===== src/design/mdl_pkg.sv =====
// constants, encodings and cycle figures for the multiply/divide/logic
// decoder; assumes an 8-bit opcode stream delivered in program order
package mdl_pkg;

  // ----------------------------------------------------------------
  // widths and encodings
  // ----------------------------------------------------------------
  localparam int CYC_W = 10;
  typedef logic [CYC_W-1:0] mdl_cyc_t;

  typedef enum logic [2:0] {
    ST_OPC = 3'b000,
    ST_MODRM = 3'b001,
    ST_ADJ2 = 3'b010,
    ST_DISP = 3'b011,
    ST_IMM = 3'b100,
    ST_EXEC = 3'b101
  } mdl_state_t;

  typedef enum logic [3:0] {
    K_SIGNED_PRODUCT = 4'h0,
    K_UNSIGNED_QUOTIENT = 4'h1,
    K_SIGNED_QUOTIENT = 4'h2,
    K_SIGNED_PRODUCT_IMM = 4'h3,
    K_BCD_PRODUCT_ADJUST = 4'h4,
    K_BCD_DIVIDEND_ADJUST = 4'h5,
    K_BYTE_TO_WORD_EXTEND = 4'h6,
    K_WORD_TO_PAIR_EXTEND = 4'h7,
    K_SHIFT_ONE = 4'h8,
    K_SHIFT_BY_REG = 4'h9,
    K_SHIFT_BY_IMM = 4'ha,
    K_LOGIC_RM_REG = 4'hb,
    K_LOGIC_IMM_RM = 4'hc,
    K_LOGIC_IMM_ACC = 4'hd
  } mdl_kind_t;

  typedef enum logic [1:0] {
    LOGIC_AND = 2'h0,
    LOGIC_OR = 2'h1,
    LOGIC_TEST = 2'h2
  } mdl_logic_t;

  typedef enum logic [2:0] {
    SH_ROTATE_LEFT = 3'h0,
    SH_ROTATE_RIGHT = 3'h1,
    SH_ROTATE_CARRY_LEFT = 3'h2,
    SH_ROTATE_CARRY_RIGHT = 3'h3,
    SH_SHIFT_LEFT = 3'h4,
    SH_LOGICAL_SHIFT_RIGHT = 3'h5,
    SH_ARITH_SHIFT_RIGHT = 3'h7
  } mdl_shift_t;

  // ----------------------------------------------------------------
  // opcode patterns (upper bits, low bits are w or d,w)
  // ----------------------------------------------------------------
  localparam logic [6:0] PAT_UNARY = 7'h7b;
  localparam logic [5:0] PAT_PROD_IMM = 6'h1a;
  localparam logic [7:0] OPC_BCD_PRODUCT = 8'hd4;
  localparam logic [7:0] OPC_BCD_DIVIDEND = 8'hd5;
  localparam logic [7:0] OPC_ADJ_SECOND = 8'h0a;
  localparam logic [7:0] OPC_BYTE_TO_WORD = 8'h98;
  localparam logic [7:0] OPC_WORD_TO_PAIR = 8'h99;
  localparam logic [6:0] PAT_SHIFT_ONE = 7'h68;
  localparam logic [6:0] PAT_SHIFT_REG = 7'h69;
  localparam logic [6:0] PAT_SHIFT_IMM = 7'h60;
  localparam logic [5:0] PAT_AND_RM = 6'h08;
  localparam logic [5:0] PAT_OR_RM = 6'h02;
  localparam logic [6:0] PAT_TEST_RM = 7'h42;
  localparam logic [6:0] PAT_IMM_GROUP = 7'h40;
  localparam logic [6:0] PAT_AND_ACC = 7'h12;
  localparam logic [6:0] PAT_OR_ACC = 7'h06;
  localparam logic [6:0] PAT_TEST_ACC = 7'h54;

  localparam logic [2:0] MID_TEST = 3'h0;
  localparam logic [2:0] MID_OR = 3'h1;
  localparam logic [2:0] MID_AND = 3'h4;
  localparam logic [2:0] MID_SPROD = 3'h5;
  localparam logic [2:0] MID_UQUO = 3'h6;
  localparam logic [2:0] MID_SQUO = 3'h7;
  localparam logic [2:0] MID_SHIFT_BAD = 3'h6;
  localparam logic [1:0] MOD_REG = 2'h3;
  localparam logic [1:0] MOD_DISP8 = 2'h1;
  localparam logic [1:0] MOD_DISP16 = 2'h2;
  localparam logic [2:0] RM_DIRECT = 3'h6;

  // ----------------------------------------------------------------
  // execution cycle figures (core clocks)
  // ----------------------------------------------------------------
  localparam mdl_cyc_t SPROD_RB_MIN = 10'd25, SPROD_RB_MAX = 10'd28;
  localparam mdl_cyc_t SPROD_RW_MIN = 10'd34, SPROD_RW_MAX = 10'd37;
  localparam mdl_cyc_t SPROD_MB_MIN = 10'd31, SPROD_MB_MAX = 10'd34;
  localparam mdl_cyc_t SPROD_MW_MIN = 10'd40, SPROD_MW_MAX = 10'd43;
  localparam mdl_cyc_t UQUO_RB = 10'd29, UQUO_RW = 10'd38;
  localparam mdl_cyc_t UQUO_MB = 10'd35, UQUO_MW = 10'd44;
  localparam mdl_cyc_t SQUO_RB_MIN = 10'd44, SQUO_RB_MAX = 10'd52;
  localparam mdl_cyc_t SQUO_RW_MIN = 10'd53, SQUO_RW_MAX = 10'd61;
  localparam mdl_cyc_t SQUO_MB_MIN = 10'd50, SQUO_MB_MAX = 10'd58;
  localparam mdl_cyc_t SQUO_MW_MIN = 10'd59, SQUO_MW_MAX = 10'd67;
  localparam mdl_cyc_t SPIMM_R_MIN = 10'd22, SPIMM_R_MAX = 10'd25;
  localparam mdl_cyc_t SPIMM_M_MIN = 10'd29, SPIMM_M_MAX = 10'd32;
  localparam mdl_cyc_t BCD_PRODUCT_CYC = 10'd19;
  localparam mdl_cyc_t BCD_DIVIDEND_CYC = 10'd15;
  localparam mdl_cyc_t BYTE_TO_WORD_CYC = 10'd2;
  localparam mdl_cyc_t WORD_TO_PAIR_CYC = 10'd4;
  localparam mdl_cyc_t SHIFT1_R = 10'd2, SHIFT1_M = 10'd15;
  localparam mdl_cyc_t SHIFTN_R_BASE = 10'd5, SHIFTN_M_BASE = 10'd17;
  localparam mdl_cyc_t LOGIC_RM_R = 10'd3, LOGIC_RM_M = 10'd10;
  localparam mdl_cyc_t LOGIC_IMM_R = 10'd4, LOGIC_IMM_M = 10'd16;
  localparam mdl_cyc_t TEST_IMM_R = 10'd4, TEST_IMM_M = 10'd10;
  localparam mdl_cyc_t LOGIC_ACC_B = 10'd3, LOGIC_ACC_W = 10'd4;
  localparam mdl_cyc_t NARROW_XFER_CYC = 10'd4;

endpackage : mdl_pkg


===== src/design/mdl_decoder.sv =====
// decode and execution timing for multiply, divide, decimal adjust,
// sign extension, shift/rotate and and/or/test instructions
// assumes opcode bytes arrive one per handshake from the prefetch side
// What this block does
// RL1: 1111011w, middle 101: signed product, 25-28/34-37/31-34/40-43.
// RL2: 011010s1: signed product by immediate, one or two bytes, 22-25/29-32.
// RL3: 1111011w, middle 110: unsigned quotient, 29/38/35/44 cycles.
// RL4: 1111011w, middle 111: signed quotient, 44-52/53-61/50-58/59-67.
// RL5: bytes 11010100 then 00001010: product decimal adjust, 19 cycles.
// RL6: bytes 11010101 then 00001010: dividend decimal adjust, 15 cycles.
// RL7: byte 10011000 extends low accumulator byte to word in 2 cycles.
// RL8: byte 10011001 extends accumulator word to a pair in 4 cycles.
// RL9: 1101000w shifts or rotates by one, 2 register or 15 memory cycles.
// RL10: 1101001w shifts by count register low byte, 5+n or 17+n cycles.
// RL11: 1100000w shifts by an immediate count byte, 5+n or 17+n cycles.
// RL12: middle field picks the shift or rotate operation, 110 unused.
// RL13: and forms 001000dw, 1000000w/100, 0010010w with their cycle counts.
// RL14: or forms 000010dw, 1000000w/001, 0000110w timed like the and forms.
// RL15: test is an and that sets flags only, three forms and timings.
// RL16: immediate data is one byte, plus a second byte when w is one.
// RL17: narrow bus variant adds 4 cycles per memory transfer of a word.
// RL18: low opcode bit selects byte or word; d bit selects register dest.

`timescale 1ns/1ps

module mdl_decoder
  import mdl_pkg::*;
(
  // clock and reset
  input wire logic clk,
  input wire logic rst_n,
  // instruction byte stream
  input wire logic byteValid,
  input wire logic [7:0] byteData,
  output logic byteReady,
  // core state
  input wire logic [7:0] shiftCountRegLow,
  input wire logic narrowBus,
  // decoded operation
  output logic opValid,
  output mdl_kind_t opKind,
  output mdl_logic_t logicFn,
  output mdl_shift_t shiftOp,
  output logic opIsWord,
  output logic opIsMem,
  output logic regIsDest,
  output logic storesResult,
  output logic [1:0] modField,
  output logic [2:0] regField,
  output logic [2:0] rmField,
  output logic [15:0] dispData,
  output logic [15:0] immData,
  output logic [7:0] shiftCount,
  output mdl_cyc_t cycMin,
  output mdl_cyc_t cycMax,
  // sequencing
  output logic foreignOp,
  output logic busy,
  output logic execDone
);

  // ----------------------------------------------------------------
  // helpers
  // ----------------------------------------------------------------
  function automatic logic [1:0] dispBytes(input logic [7:0] mrm);
    logic [1:0] nb;
    nb = 2'd0;
    if (mrm[7:6] == MOD_DISP8)
      nb = 2'd1;
    else if (mrm[7:6] == MOD_DISP16)
      nb = 2'd2;
    else if (mrm[7:6] == 2'd0 && mrm[2:0] == RM_DIRECT)
      nb = 2'd2;
    return nb;
  endfunction : dispBytes

  // returns {min, max}; data-dependent ranges keep both ends
  function automatic logic [2*CYC_W-1:0] cycRange(
    input mdl_kind_t k,
    input mdl_logic_t f,
    input logic w,
    input logic mem,
    input logic toReg,
    input logic [7:0] n,
    input logic narrow
  );
    mdl_cyc_t lo;
    mdl_cyc_t hi;
    mdl_cyc_t nc;
    logic [1:0] xfers;
    mdl_cyc_t extra;
    nc = CYC_W'(n);
    lo = BYTE_TO_WORD_CYC;
    hi = BYTE_TO_WORD_CYC;
    xfers = 2'd0;
    unique case (k)
      K_SIGNED_PRODUCT:
      begin
        lo = mem ? (w ? SPROD_MW_MIN : SPROD_MB_MIN)
                 : (w ? SPROD_RW_MIN : SPROD_RB_MIN); // RL1
        hi = mem ? (w ? SPROD_MW_MAX : SPROD_MB_MAX)
                 : (w ? SPROD_RW_MAX : SPROD_RB_MAX); // RL1
        xfers = 2'd1;
      end
      K_UNSIGNED_QUOTIENT:
      begin
        lo = mem ? (w ? UQUO_MW : UQUO_MB) : (w ? UQUO_RW : UQUO_RB); // RL3
        hi = lo;
        xfers = 2'd1;
      end
      K_SIGNED_QUOTIENT:
      begin
        lo = mem ? (w ? SQUO_MW_MIN : SQUO_MB_MIN)
                 : (w ? SQUO_RW_MIN : SQUO_RB_MIN); // RL4
        hi = mem ? (w ? SQUO_MW_MAX : SQUO_MB_MAX)
                 : (w ? SQUO_RW_MAX : SQUO_RB_MAX); // RL4
        xfers = 2'd1;
      end
      K_SIGNED_PRODUCT_IMM:
      begin
        lo = mem ? SPIMM_M_MIN : SPIMM_R_MIN; // RL2
        hi = mem ? SPIMM_M_MAX : SPIMM_R_MAX; // RL2
        xfers = 2'd1;
      end
      K_BCD_PRODUCT_ADJUST:
      begin
        lo = BCD_PRODUCT_CYC; // RL5
        hi = lo;
      end
      K_BCD_DIVIDEND_ADJUST:
      begin
        lo = BCD_DIVIDEND_CYC; // RL6
        hi = lo;
      end
      K_BYTE_TO_WORD_EXTEND:
      begin
        lo = BYTE_TO_WORD_CYC; // RL7
        hi = lo;
      end
      K_WORD_TO_PAIR_EXTEND:
      begin
        lo = WORD_TO_PAIR_CYC; // RL8
        hi = lo;
      end
      K_SHIFT_ONE:
      begin
        lo = mem ? SHIFT1_M : SHIFT1_R; // RL9
        hi = lo;
        xfers = 2'd2;
      end
      K_SHIFT_BY_REG, K_SHIFT_BY_IMM:
      begin
        lo = (mem ? SHIFTN_M_BASE : SHIFTN_R_BASE) + nc; // RL10 RL11
        hi = lo;
        xfers = 2'd2;
      end
      K_LOGIC_RM_REG:
      begin
        lo = mem ? LOGIC_RM_M : LOGIC_RM_R; // RL13 RL14 RL15
        hi = lo;
        xfers = (f == LOGIC_TEST || toReg) ? 2'd1 : 2'd2;
      end
      K_LOGIC_IMM_RM:
      begin
        if (f == LOGIC_TEST)
          lo = mem ? TEST_IMM_M : TEST_IMM_R; // RL15
        else
          lo = mem ? LOGIC_IMM_M : LOGIC_IMM_R; // RL13 RL14
        hi = lo;
        xfers = (f == LOGIC_TEST) ? 2'd1 : 2'd2;
      end
      K_LOGIC_IMM_ACC:
      begin
        lo = w ? LOGIC_ACC_W : LOGIC_ACC_B; // RL13 RL14 RL15
        hi = lo;
      end
      default:
      begin
        lo = BYTE_TO_WORD_CYC;
        hi = BYTE_TO_WORD_CYC;
      end
    endcase
    // on the narrow bus each memory transfer of a word costs a second byte cycle
    extra = (narrow && w && mem) ?
            NARROW_XFER_CYC * CYC_W'(xfers) : '0; // RL17
    return {lo + extra, hi + extra};
  endfunction : cycRange

  // ----------------------------------------------------------------
  // state
  // ----------------------------------------------------------------
  mdl_state_t state_r, state_nxt;
  mdl_kind_t kind_r, kind_nxt;
  mdl_logic_t logic_r, logic_nxt;
  mdl_shift_t shift_r, shift_nxt;
  logic [7:0] opc_r, opc_nxt;
  logic [7:0] modrm_r, modrm_nxt;
  logic word_r, word_nxt;
  logic mem_r, mem_nxt;
  logic toReg_r, toReg_nxt;
  logic stores_r, stores_nxt;
  logic sext_r, sext_nxt;
  logic first_r, first_nxt;
  logic [1:0] dispLeft_r, dispLeft_nxt;
  logic [1:0] immLeft_r, immLeft_nxt;
  logic [15:0] disp_r, disp_nxt;
  logic [15:0] imm_r, imm_nxt;
  logic [7:0] count_r, count_nxt;
  mdl_cyc_t cycMin_r, cycMin_nxt;
  mdl_cyc_t cycMax_r, cycMax_nxt;
  mdl_cyc_t cnt_r, cnt_nxt;
  logic opValid_r, opValid_nxt;
  logic foreign_r, foreign_nxt;
  logic done_r, done_nxt;

  logic take;
  logic advance;
  logic finish;
  logic [7:0] nNow;
  logic [2*CYC_W-1:0] range;

  assign byteReady = (state_r != ST_EXEC);
  assign take = byteValid && byteReady;

  // ----------------------------------------------------------------
  // next-state logic
  // ----------------------------------------------------------------
  always_comb
  begin
    state_nxt = state_r;
    kind_nxt = kind_r;
    logic_nxt = logic_r;
    shift_nxt = shift_r;
    opc_nxt = opc_r;
    modrm_nxt = modrm_r;
    word_nxt = word_r;
    mem_nxt = mem_r;
    toReg_nxt = toReg_r;
    stores_nxt = stores_r;
    sext_nxt = sext_r;
    first_nxt = first_r;
    dispLeft_nxt = dispLeft_r;
    immLeft_nxt = immLeft_r;
    disp_nxt = disp_r;
    imm_nxt = imm_r;
    count_nxt = count_r;
    cycMin_nxt = cycMin_r;
    cycMax_nxt = cycMax_r;
    cnt_nxt = cnt_r;
    opValid_nxt = 1'b0;
    foreign_nxt = 1'b0;
    done_nxt = 1'b0;
    advance = 1'b0;
    finish = 1'b0;
    nNow = 8'h01;
    range = '0;
    unique case (state_r)
      ST_OPC:
      if (take)
      begin
        opc_nxt = byteData;
        word_nxt = byteData[0]; // RL18
        toReg_nxt = 1'b0;
        stores_nxt = 1'b1;
        mem_nxt = 1'b0;
        sext_nxt = 1'b0;
        first_nxt = 1'b1;
        modrm_nxt = {MOD_REG, 6'h00};
        dispLeft_nxt = 2'd0;
        immLeft_nxt = 2'd0;
        disp_nxt = 16'h0000;
        imm_nxt = 16'h0000;
        state_nxt = ST_MODRM;
        if (byteData[7:2] == PAT_PROD_IMM && byteData[0])
        begin
          kind_nxt = K_SIGNED_PRODUCT_IMM; // RL2
          word_nxt = 1'b1;
          toReg_nxt = 1'b1;
          sext_nxt = byteData[1];
          immLeft_nxt = byteData[1] ? 2'd1 : 2'd2; // RL2
        end
        else if (byteData == OPC_BCD_PRODUCT)
        begin
          kind_nxt = K_BCD_PRODUCT_ADJUST; // RL5
          state_nxt = ST_ADJ2;
        end
        else if (byteData == OPC_BCD_DIVIDEND)
        begin
          kind_nxt = K_BCD_DIVIDEND_ADJUST; // RL6
          state_nxt = ST_ADJ2;
        end
        else if (byteData == OPC_BYTE_TO_WORD)
        begin
          kind_nxt = K_BYTE_TO_WORD_EXTEND; // RL7
          finish = 1'b1;
        end
        else if (byteData == OPC_WORD_TO_PAIR)
        begin
          kind_nxt = K_WORD_TO_PAIR_EXTEND; // RL8
          word_nxt = 1'b1;
          finish = 1'b1;
        end
        else if (byteData[7:1] == PAT_AND_ACC ||
                 byteData[7:1] == PAT_OR_ACC ||
                 byteData[7:1] == PAT_TEST_ACC)
        begin
          kind_nxt = K_LOGIC_IMM_ACC; // RL13 RL14 RL15
          logic_nxt = (byteData[7:1] == PAT_AND_ACC) ? LOGIC_AND :
                      (byteData[7:1] == PAT_OR_ACC) ? LOGIC_OR : LOGIC_TEST;
          stores_nxt = (byteData[7:1] != PAT_TEST_ACC); // RL15
          toReg_nxt = 1'b1;
          immLeft_nxt = byteData[0] ? 2'd2 : 2'd1; // RL16
          state_nxt = ST_IMM;
        end
        else if (byteData[7:1] == PAT_UNARY ||
                 byteData[7:1] == PAT_SHIFT_ONE ||
                 byteData[7:1] == PAT_SHIFT_REG ||
                 byteData[7:1] == PAT_SHIFT_IMM ||
                 byteData[7:1] == PAT_IMM_GROUP ||
                 byteData[7:1] == PAT_TEST_RM ||
                 byteData[7:2] == PAT_AND_RM ||
                 byteData[7:2] == PAT_OR_RM)
          state_nxt = ST_MODRM;
        else
        begin
          // not in this group; the fetch side hands it elsewhere
          foreign_nxt = 1'b1;
          state_nxt = ST_OPC;
        end
      end
      ST_MODRM:
      if (take)
      begin
        modrm_nxt = byteData;
        mem_nxt = (byteData[7:6] != MOD_REG);
        dispLeft_nxt = dispBytes(byteData);
        advance = 1'b1;
        if (opc_r[7:1] == PAT_UNARY)
        begin
          unique case (byteData[5:3])
            MID_SPROD: kind_nxt = K_SIGNED_PRODUCT; // RL1
            MID_UQUO: kind_nxt = K_UNSIGNED_QUOTIENT; // RL3
            MID_SQUO: kind_nxt = K_SIGNED_QUOTIENT; // RL4
            MID_TEST:
            begin
              kind_nxt = K_LOGIC_IMM_RM; // RL15
              logic_nxt = LOGIC_TEST;
              stores_nxt = 1'b0;
              immLeft_nxt = opc_r[0] ? 2'd2 : 2'd1; // RL16
            end
            default: advance = 1'b0;
          endcase
        end
        else if (opc_r[7:1] == PAT_IMM_GROUP)
        begin
          kind_nxt = K_LOGIC_IMM_RM;
          logic_nxt = (byteData[5:3] == MID_AND) ? LOGIC_AND : LOGIC_OR;
          immLeft_nxt = opc_r[0] ? 2'd2 : 2'd1; // RL16
          advance = (byteData[5:3] == MID_AND ||
                     byteData[5:3] == MID_OR); // RL13 RL14
        end
        else if (opc_r[7:1] == PAT_TEST_RM)
        begin
          kind_nxt = K_LOGIC_RM_REG;
          logic_nxt = LOGIC_TEST;
          stores_nxt = 1'b0; // RL15
        end
        else if (opc_r[7:2] == PAT_AND_RM || opc_r[7:2] == PAT_OR_RM)
        begin
          kind_nxt = K_LOGIC_RM_REG;
          logic_nxt = (opc_r[7:2] == PAT_AND_RM) ? LOGIC_AND : LOGIC_OR;
          toReg_nxt = opc_r[1]; // RL18
        end
        else if (opc_r[7:2] == PAT_PROD_IMM)
          advance = 1'b1;
        else
        begin
          shift_nxt = mdl_shift_t'(byteData[5:3]); // RL12
          advance = (byteData[5:3] != MID_SHIFT_BAD); // RL12
          if (opc_r[7:1] == PAT_SHIFT_ONE)
            kind_nxt = K_SHIFT_ONE; // RL9
          else if (opc_r[7:1] == PAT_SHIFT_REG)
            kind_nxt = K_SHIFT_BY_REG; // RL10
          else
          begin
            kind_nxt = K_SHIFT_BY_IMM; // RL11
            immLeft_nxt = 2'd1;
          end
        end
        if (!advance)
        begin
          foreign_nxt = 1'b1;
          state_nxt = ST_OPC;
        end
      end
      ST_ADJ2:
      if (take)
      begin
        if (byteData == OPC_ADJ_SECOND)
          finish = 1'b1; // RL5 RL6
        else
        begin
          foreign_nxt = 1'b1;
          state_nxt = ST_OPC;
        end
      end
      ST_DISP:
      if (take)
      begin
        if (first_r)
          disp_nxt = {{8{byteData[7]}}, byteData};
        else
          disp_nxt = {byteData, disp_r[7:0]};
        first_nxt = (dispLeft_r == 2'd2) ? 1'b0 : 1'b1;
        dispLeft_nxt = dispLeft_r - 2'd1;
        advance = 1'b1;
      end
      ST_IMM:
      if (take)
      begin
        if (first_r)
          imm_nxt = {sext_r ? {8{byteData[7]}} : 8'h00, byteData};
        else
          imm_nxt = {byteData, imm_r[7:0]}; // RL16
        first_nxt = 1'b0;
        immLeft_nxt = immLeft_r - 2'd1;
        advance = 1'b1;
      end
      ST_EXEC:
      begin
        cnt_nxt = cnt_r - 1'b1;
        if (cnt_r == mdl_cyc_t'(1))
        begin
          done_nxt = 1'b1;
          state_nxt = ST_OPC;
        end
      end
      default: state_nxt = ST_OPC;
    endcase

    // operand bytes come in the order displacement, then immediate
    if (advance)
    begin
      if (dispLeft_nxt != 2'd0)
        state_nxt = ST_DISP;
      else if (immLeft_nxt != 2'd0)
        state_nxt = ST_IMM;
      else
        finish = 1'b1;
    end

    if (finish)
    begin
      if (kind_nxt == K_SHIFT_BY_REG)
        nNow = shiftCountRegLow; // RL10
      else if (kind_nxt == K_SHIFT_BY_IMM)
        nNow = imm_nxt[7:0]; // RL11
      range = cycRange(kind_nxt, logic_nxt, word_nxt, mem_nxt, toReg_nxt,
                       nNow, narrowBus);
      cycMin_nxt = range[2*CYC_W-1:CYC_W];
      cycMax_nxt = range[CYC_W-1:0];
      // timer runs to the worst case so the slot is never cut short
      cnt_nxt = range[CYC_W-1:0] - 1'b1;
      count_nxt = nNow;
      opValid_nxt = 1'b1;
      state_nxt = ST_EXEC;
    end
  end

  // ----------------------------------------------------------------
  // registers
  // ----------------------------------------------------------------
  always_ff @(posedge clk or negedge rst_n)
  begin
    if (!rst_n)
    begin
      state_r <= ST_OPC;
      kind_r <= K_BYTE_TO_WORD_EXTEND;
      logic_r <= LOGIC_AND;
      shift_r <= SH_ROTATE_LEFT;
      opc_r <= 8'h00;
      modrm_r <= 8'h00;
      word_r <= 1'b0;
      mem_r <= 1'b0;
      toReg_r <= 1'b0;
      stores_r <= 1'b0;
      sext_r <= 1'b0;
      first_r <= 1'b0;
      dispLeft_r <= 2'd0;
      immLeft_r <= 2'd0;
      disp_r <= 16'h0000;
      imm_r <= 16'h0000;
      count_r <= 8'h00;
      cycMin_r <= '0;
      cycMax_r <= '0;
      cnt_r <= '0;
      opValid_r <= 1'b0;
      foreign_r <= 1'b0;
      done_r <= 1'b0;
    end
    else
    begin
      state_r <= state_nxt;
      kind_r <= kind_nxt;
      logic_r <= logic_nxt;
      shift_r <= shift_nxt;
      opc_r <= opc_nxt;
      modrm_r <= modrm_nxt;
      word_r <= word_nxt;
      mem_r <= mem_nxt;
      toReg_r <= toReg_nxt;
      stores_r <= stores_nxt;
      sext_r <= sext_nxt;
      first_r <= first_nxt;
      dispLeft_r <= dispLeft_nxt;
      immLeft_r <= immLeft_nxt;
      disp_r <= disp_nxt;
      imm_r <= imm_nxt;
      count_r <= count_nxt;
      cycMin_r <= cycMin_nxt;
      cycMax_r <= cycMax_nxt;
      cnt_r <= cnt_nxt;
      opValid_r <= opValid_nxt;
      foreign_r <= foreign_nxt;
      done_r <= done_nxt;
    end
  end

  // ----------------------------------------------------------------
  // outputs
  // ----------------------------------------------------------------
  assign opValid = opValid_r;
  assign opKind = kind_r;
  assign logicFn = logic_r;
  assign shiftOp = shift_r;
  assign opIsWord = word_r;
  assign opIsMem = mem_r;
  assign regIsDest = toReg_r;
  assign storesResult = stores_r;
  assign modField = modrm_r[7:6];
  assign regField = modrm_r[5:3];
  assign rmField = modrm_r[2:0];
  assign dispData = disp_r;
  assign immData = imm_r;
  assign shiftCount = count_r;
  assign cycMin = cycMin_r;
  assign cycMax = cycMax_r;
  assign foreignOp = foreign_r;
  assign busy = (state_r == ST_EXEC);
  assign execDone = done_r;

endmodule : mdl_decoder


===== config.mk =====
export PLATFORM = sky130hd
export DESIGN_NAME = mdl_decoder
export DESIGN_NICKNAME = d
export VERILOG_FILES = /design/src/design/mdl_pkg.sv /design/src/design/mdl_decoder.sv
export SDC_FILE = /design/constraint.sdc
export NUM_CORES = 1
export LEC_CHECK = 0
export ABC_AREA = 1
export BUFFER_PORTS_ARGS = -buffer_cell sky130_fd_sc_hd__buf_4
export CAP_MARGIN = 10
export CORE_ASPECT_RATIO = 1.25
export CORE_UTILIZATION = 58
export CTS_CLUSTER_SIZE = 8
export DETAILED_ROUTE_END_ITERATION = 8
export HOLD_SLACK_MARGIN = 0.15
export PLACE_DENSITY_LB_ADDON = 0.05
export SLEW_MARGIN = 40
export SYNTH_ARGS = -nofsm -noshare
export SYNTH_HDL_FRONTEND = slang
export SYNTH_SLANG_ARGS = --single-unit

===== constraint.sdc =====
create_clock -name clk -period 6.2 [get_ports clk]
set_input_delay 1.24 -clock clk [delete_from_list [all_inputs] [get_ports clk]]
set_output_delay 1.24 -clock clk [all_outputs]
set_load 0.05 [all_outputs]

==> impl_metrics.env <==
export IMPL_max_vdd_ir_drop_mv=0.384
export IMPL_num_antenna_cells=0
export IMPL_yosys_area_top_type_share=0.372
export IMPL_dpl_cell_area_um2=8250
export IMPL_synth_nets=1051
export IMPL_setup_viol=0
export IMPL_h_tree_depth=3
export IMPL_synth_compound_area_share=0.155
export IMPL_wl_um=21700
export IMPL_syn_area_per_cell_um2=7.25
export IMPL_grt_max_degree=70
export IMPL_synth_seq_cells=111
export IMPL_syn_to_final_growth_pct=17.0
export IMPL_total_power_uw=5530
export IMPL_holdBufCountCts=0
export IMPL_n_fill_cell=1068
export IMPL_antenna_found_initial=0
export IMPL_yosysMostFrequentCell="nand2_1"
export IMPL_remaining_drc_errors=0
export IMPL_postCtsResizedCells=0
export IMPL_synth_edff_count=0
export IMPL_crit_buf_inv=4
export IMPL_drtPass1Iterations=6
export IMPL_grt_setup_unrepaired="no"
export IMPL_timing_hold_ws_ns=0.481
export IMPL_ant_nets=0
export IMPL_crit_fanout=12
export IMPL_min_period_ns=5.63
export IMPL_reg2reg_depth=28
export IMPL_synth_simple_area_share=0.329
export IMPL_grt_total_usage=0.343
export IMPL_dieArea_um2=13100
export IMPL_leakage_uw=0.00435
export IMPL_critical_path_endpoint_type="flop"
export IMPL_yosys_warnings=0
export IMPL_swShare=0.559
export IMPL_critPathMaxStageDelay_ns=0.57
export IMPL_period_share=0.909
export IMPL_crit_family="simple AND/OR/NAND/NOR gates"
export IMPL_crit_arrival_ns=5.88
export IMPL_syn_area_um2=7330
export IMPL_clockBufferDepth=2
export IMPL_clk_latency_ns=0.35
export IMPL_grt_pass1_wl_um=34400
export IMPL_hp_class="reg -> reg"
export IMPL_via_count=7333
export IMPL_startpoint_type="primary input"
export IMPL_initial_core_util=0.600
export IMPL_hold_depth=2
export IMPL_pwr_share_seq=0.237
export IMPL_dp_final_hpwl_um=16700
export IMPL_min_to="shiftCount[2]"
export IMPL_synthFlopType="dfrtp_1"
export IMPL_maxCapViolCount=0
export IMPL_numPortBuffers=105
export IMPL_slew_headroom=0.475
export IMPL_grt_pass1_vias=6836
export IMPL_cts_tree="yes"
export IMPL_pwr_share_clk=0.112
export IMPL_r2r_start="state_r[2]"
export IMPL_crit_path_frequent_cell="nand2_1"
export IMPL_drive_gt1_frac=0.191
export IMPL_syn_inst=1010
export IMPL_ioPinCount=106
export IMPL_seq_area_frac_synth=0.380
export IMPL_fin_nets=1153
export IMPL_yosys_top_cells_count="nand2_1, inv_1, dfrtp_1"
export IMPL_outcome="complete, no violations"
export IMPL_finalHoldViolCount=0
export IMPL_tightest_slew_ns=0.784
export IMPL_timing_rr_end="cnt_r[8]"
export IMPL_synth_xor_xnor_area_share=0.00598
export IMPL_core_um2=12200
export IMPL_switchingPower_uw=3100
export IMPL_rows=45
export IMPL_cts_num_sinks=111
export IMPL_yosysUniqueCellTypes=56
export IMPL_p_per_area_nw_per_um2=646
export IMPL_synthTopCellsByArea="dfrtp_1, nand2_1, o21ai_0, inv_1, nor2_1"
export IMPL_stdcell_count=1281
export IMPL_cts_setup_buffers=0
export IMPL_finalClockSkew_ns=0.0132
export IMPL_ys_async_sr_fraction=1.00
export IMPL_via_per_inst=5.72
export IMPL_design_area_um2=8570
export IMPL_place_inst=1265
export IMPL_root_buffer="clkbuf_16"
export IMPL_p_comb_frac=0.650
export IMPL_overflow=0
export IMPL_die_h_um=128
export IMPL_synthMuxAreaShare=0
export IMPL_drt_initial_drc_count=474
export IMPL_yosys_area_top_type="dfrtp_1"
export IMPL_cts_buffers=9
export IMPL_power_report_internal_total_uw=2440
export IMPL_setup_tns_ns=0
export IMPL_min_from="shiftCount[2]"
export IMPL_wire_per_inst_um=16.9
export IMPL_path_class="in -> reg"
export IMPL_slowest_stage="fa_1"
export IMPL_r2r_slack_ns=0.88
export IMPL_fmax_mhz=177
export IMPL_required_ns=6.44
export IMPL_fp_dieW_um=103
export IMPL_synth_top_family_by_area="simple AND/OR/NAND/NOR gates"
export IMPL_synthAdderAreaFrac=0.0379
export IMPL_slew_violations=0
export IMPL_clkTransAtPathRegs_ns=0.08
export IMPL_gp_routability_congestion=0.962
cells by family (layout without fill, tap and decap cells):
| group | after synthesis | in the layout |
|---|---|---|
| AND/OR/NAND/NOR | 519 | 519 |
| AO/OA/AOI/OAI | 189 | 189 |
| XOR/XNOR | 5 | 5 |
| adder cells (fa/ha/maj) | 21 | 21 |
| flip-flops | 111 | 111 |
| buffers and inverters | 165 | 272 |
metal layers:
| layer | wire, um | part of all wire | vias to the layer above | GRT usage |
|---|---|---|---|---|
| li1 | - | - | 3540 | - |
| met1 | 8320 | 0.38 | 3404 | 0.409 |
| met2 | 11000 | 0.51 | 332 | 0.603 |
| met3 | 1410 | 0.065 | 57 | 0.0469 |
| met4 | 918 | 0.042 | 0 | 0.161 |
| met5 | 0 | 0 | - | 0 |
layout by cell type (no fill, tap or decap), types with 9 or more instances in the layout:
cell type,netlist,routed
ha_1,19,19
a31oi_1,12,12
o21ai_0,85,85
nand3_1,73,73
nand2_1,257,257
dfrtp_1,109,109
buf_4,4,112
o22ai_1,19,19
nand2_2,14,14
inv_2,23,23
inv_1,113,113
nor2_2,9,9
nor2_1,107,107
a21oi_1,24,24
clkbuf_16,0,9
nand4_1,21,21
tightest hold or removal path: cells and delay by family, from the launching register on:
| kind | cells | cell delay, ns |
|---|---|---|
| flops | 1 | 0.35 |
| simple gates | 2 | 0.10 |
worst max path at each step:
| stage | start | end | cells after the start |
|---|---|---|---|
| after floorplan | byteData[4] | cnt_r[8] | 29 |
| after global placement | byteData[5] | cnt_r[8] | 28 |
| after detailed placement | byteData[5] | cnt_r[8] | 29 |
| after CTS | byteData[5] | cnt_r[8] | 29 |
| after global routing | byteData[5] | cnt_r[8] | 30 |
| final | byteData[5] | cnt_r[8] | 29 |
power groups by stage:
stage / Clock (uW) / Sequential [uW] / Combinational, uW
6_report: 622 / 1310 / 3600
5_1_grt: 655 / 1340 / 3920
4_1_cts: 626 / 1310 / 3590
3_5_place_dp: 0 / 1320 / 3570
3_3_place_gp: 0 / 1310 / 3540
2_1_floorplan: 0 / 2050 / 1830
sequential cells by signal, summed over array words and instances, names as in the netlist, 2 cells and up:
signal / flops
dispData: 16
immData: 16
cnt_r: 10
cycMax: 10
cycMin: 10
modrm_r: 8
opc_r: 8
shiftCount: 8
opKind: 4
shiftOp: 3
state_r: 3
dispLeft_r: 2
immLeft_r: 2
logicFn: 2
per-stage QoR:
| stage | worst slack [ns] | util |
|---|---|---|
| floorplan | 1.06 | - |
| global placement | 0.294 | 0.675 |
| detailed placement | 0.231 | 0.675 |
| CTS | 0.582 | 0.701 |
| global route | 0.248 | 0.701 |
| finish | 0.565 | 0.701 |
final cells by class:
cell class | instances | area (um2) | share of cell area
Multi-Input combinational cell | 734 | 3870 | 0.451
Sequential cell | 111 | 2780 | 0.324
Timing Repair Buffer | 113 | 852 | 0.0994
Inverter | 143 | 543 | 0.0634
Clock buffer | 10 | 239 | 0.0279
Tap cell | 164 | 205 | 0.0239
Clock inverter | 6 | 83.8 | 0.00978
Power figures use the tool's default switching activity.
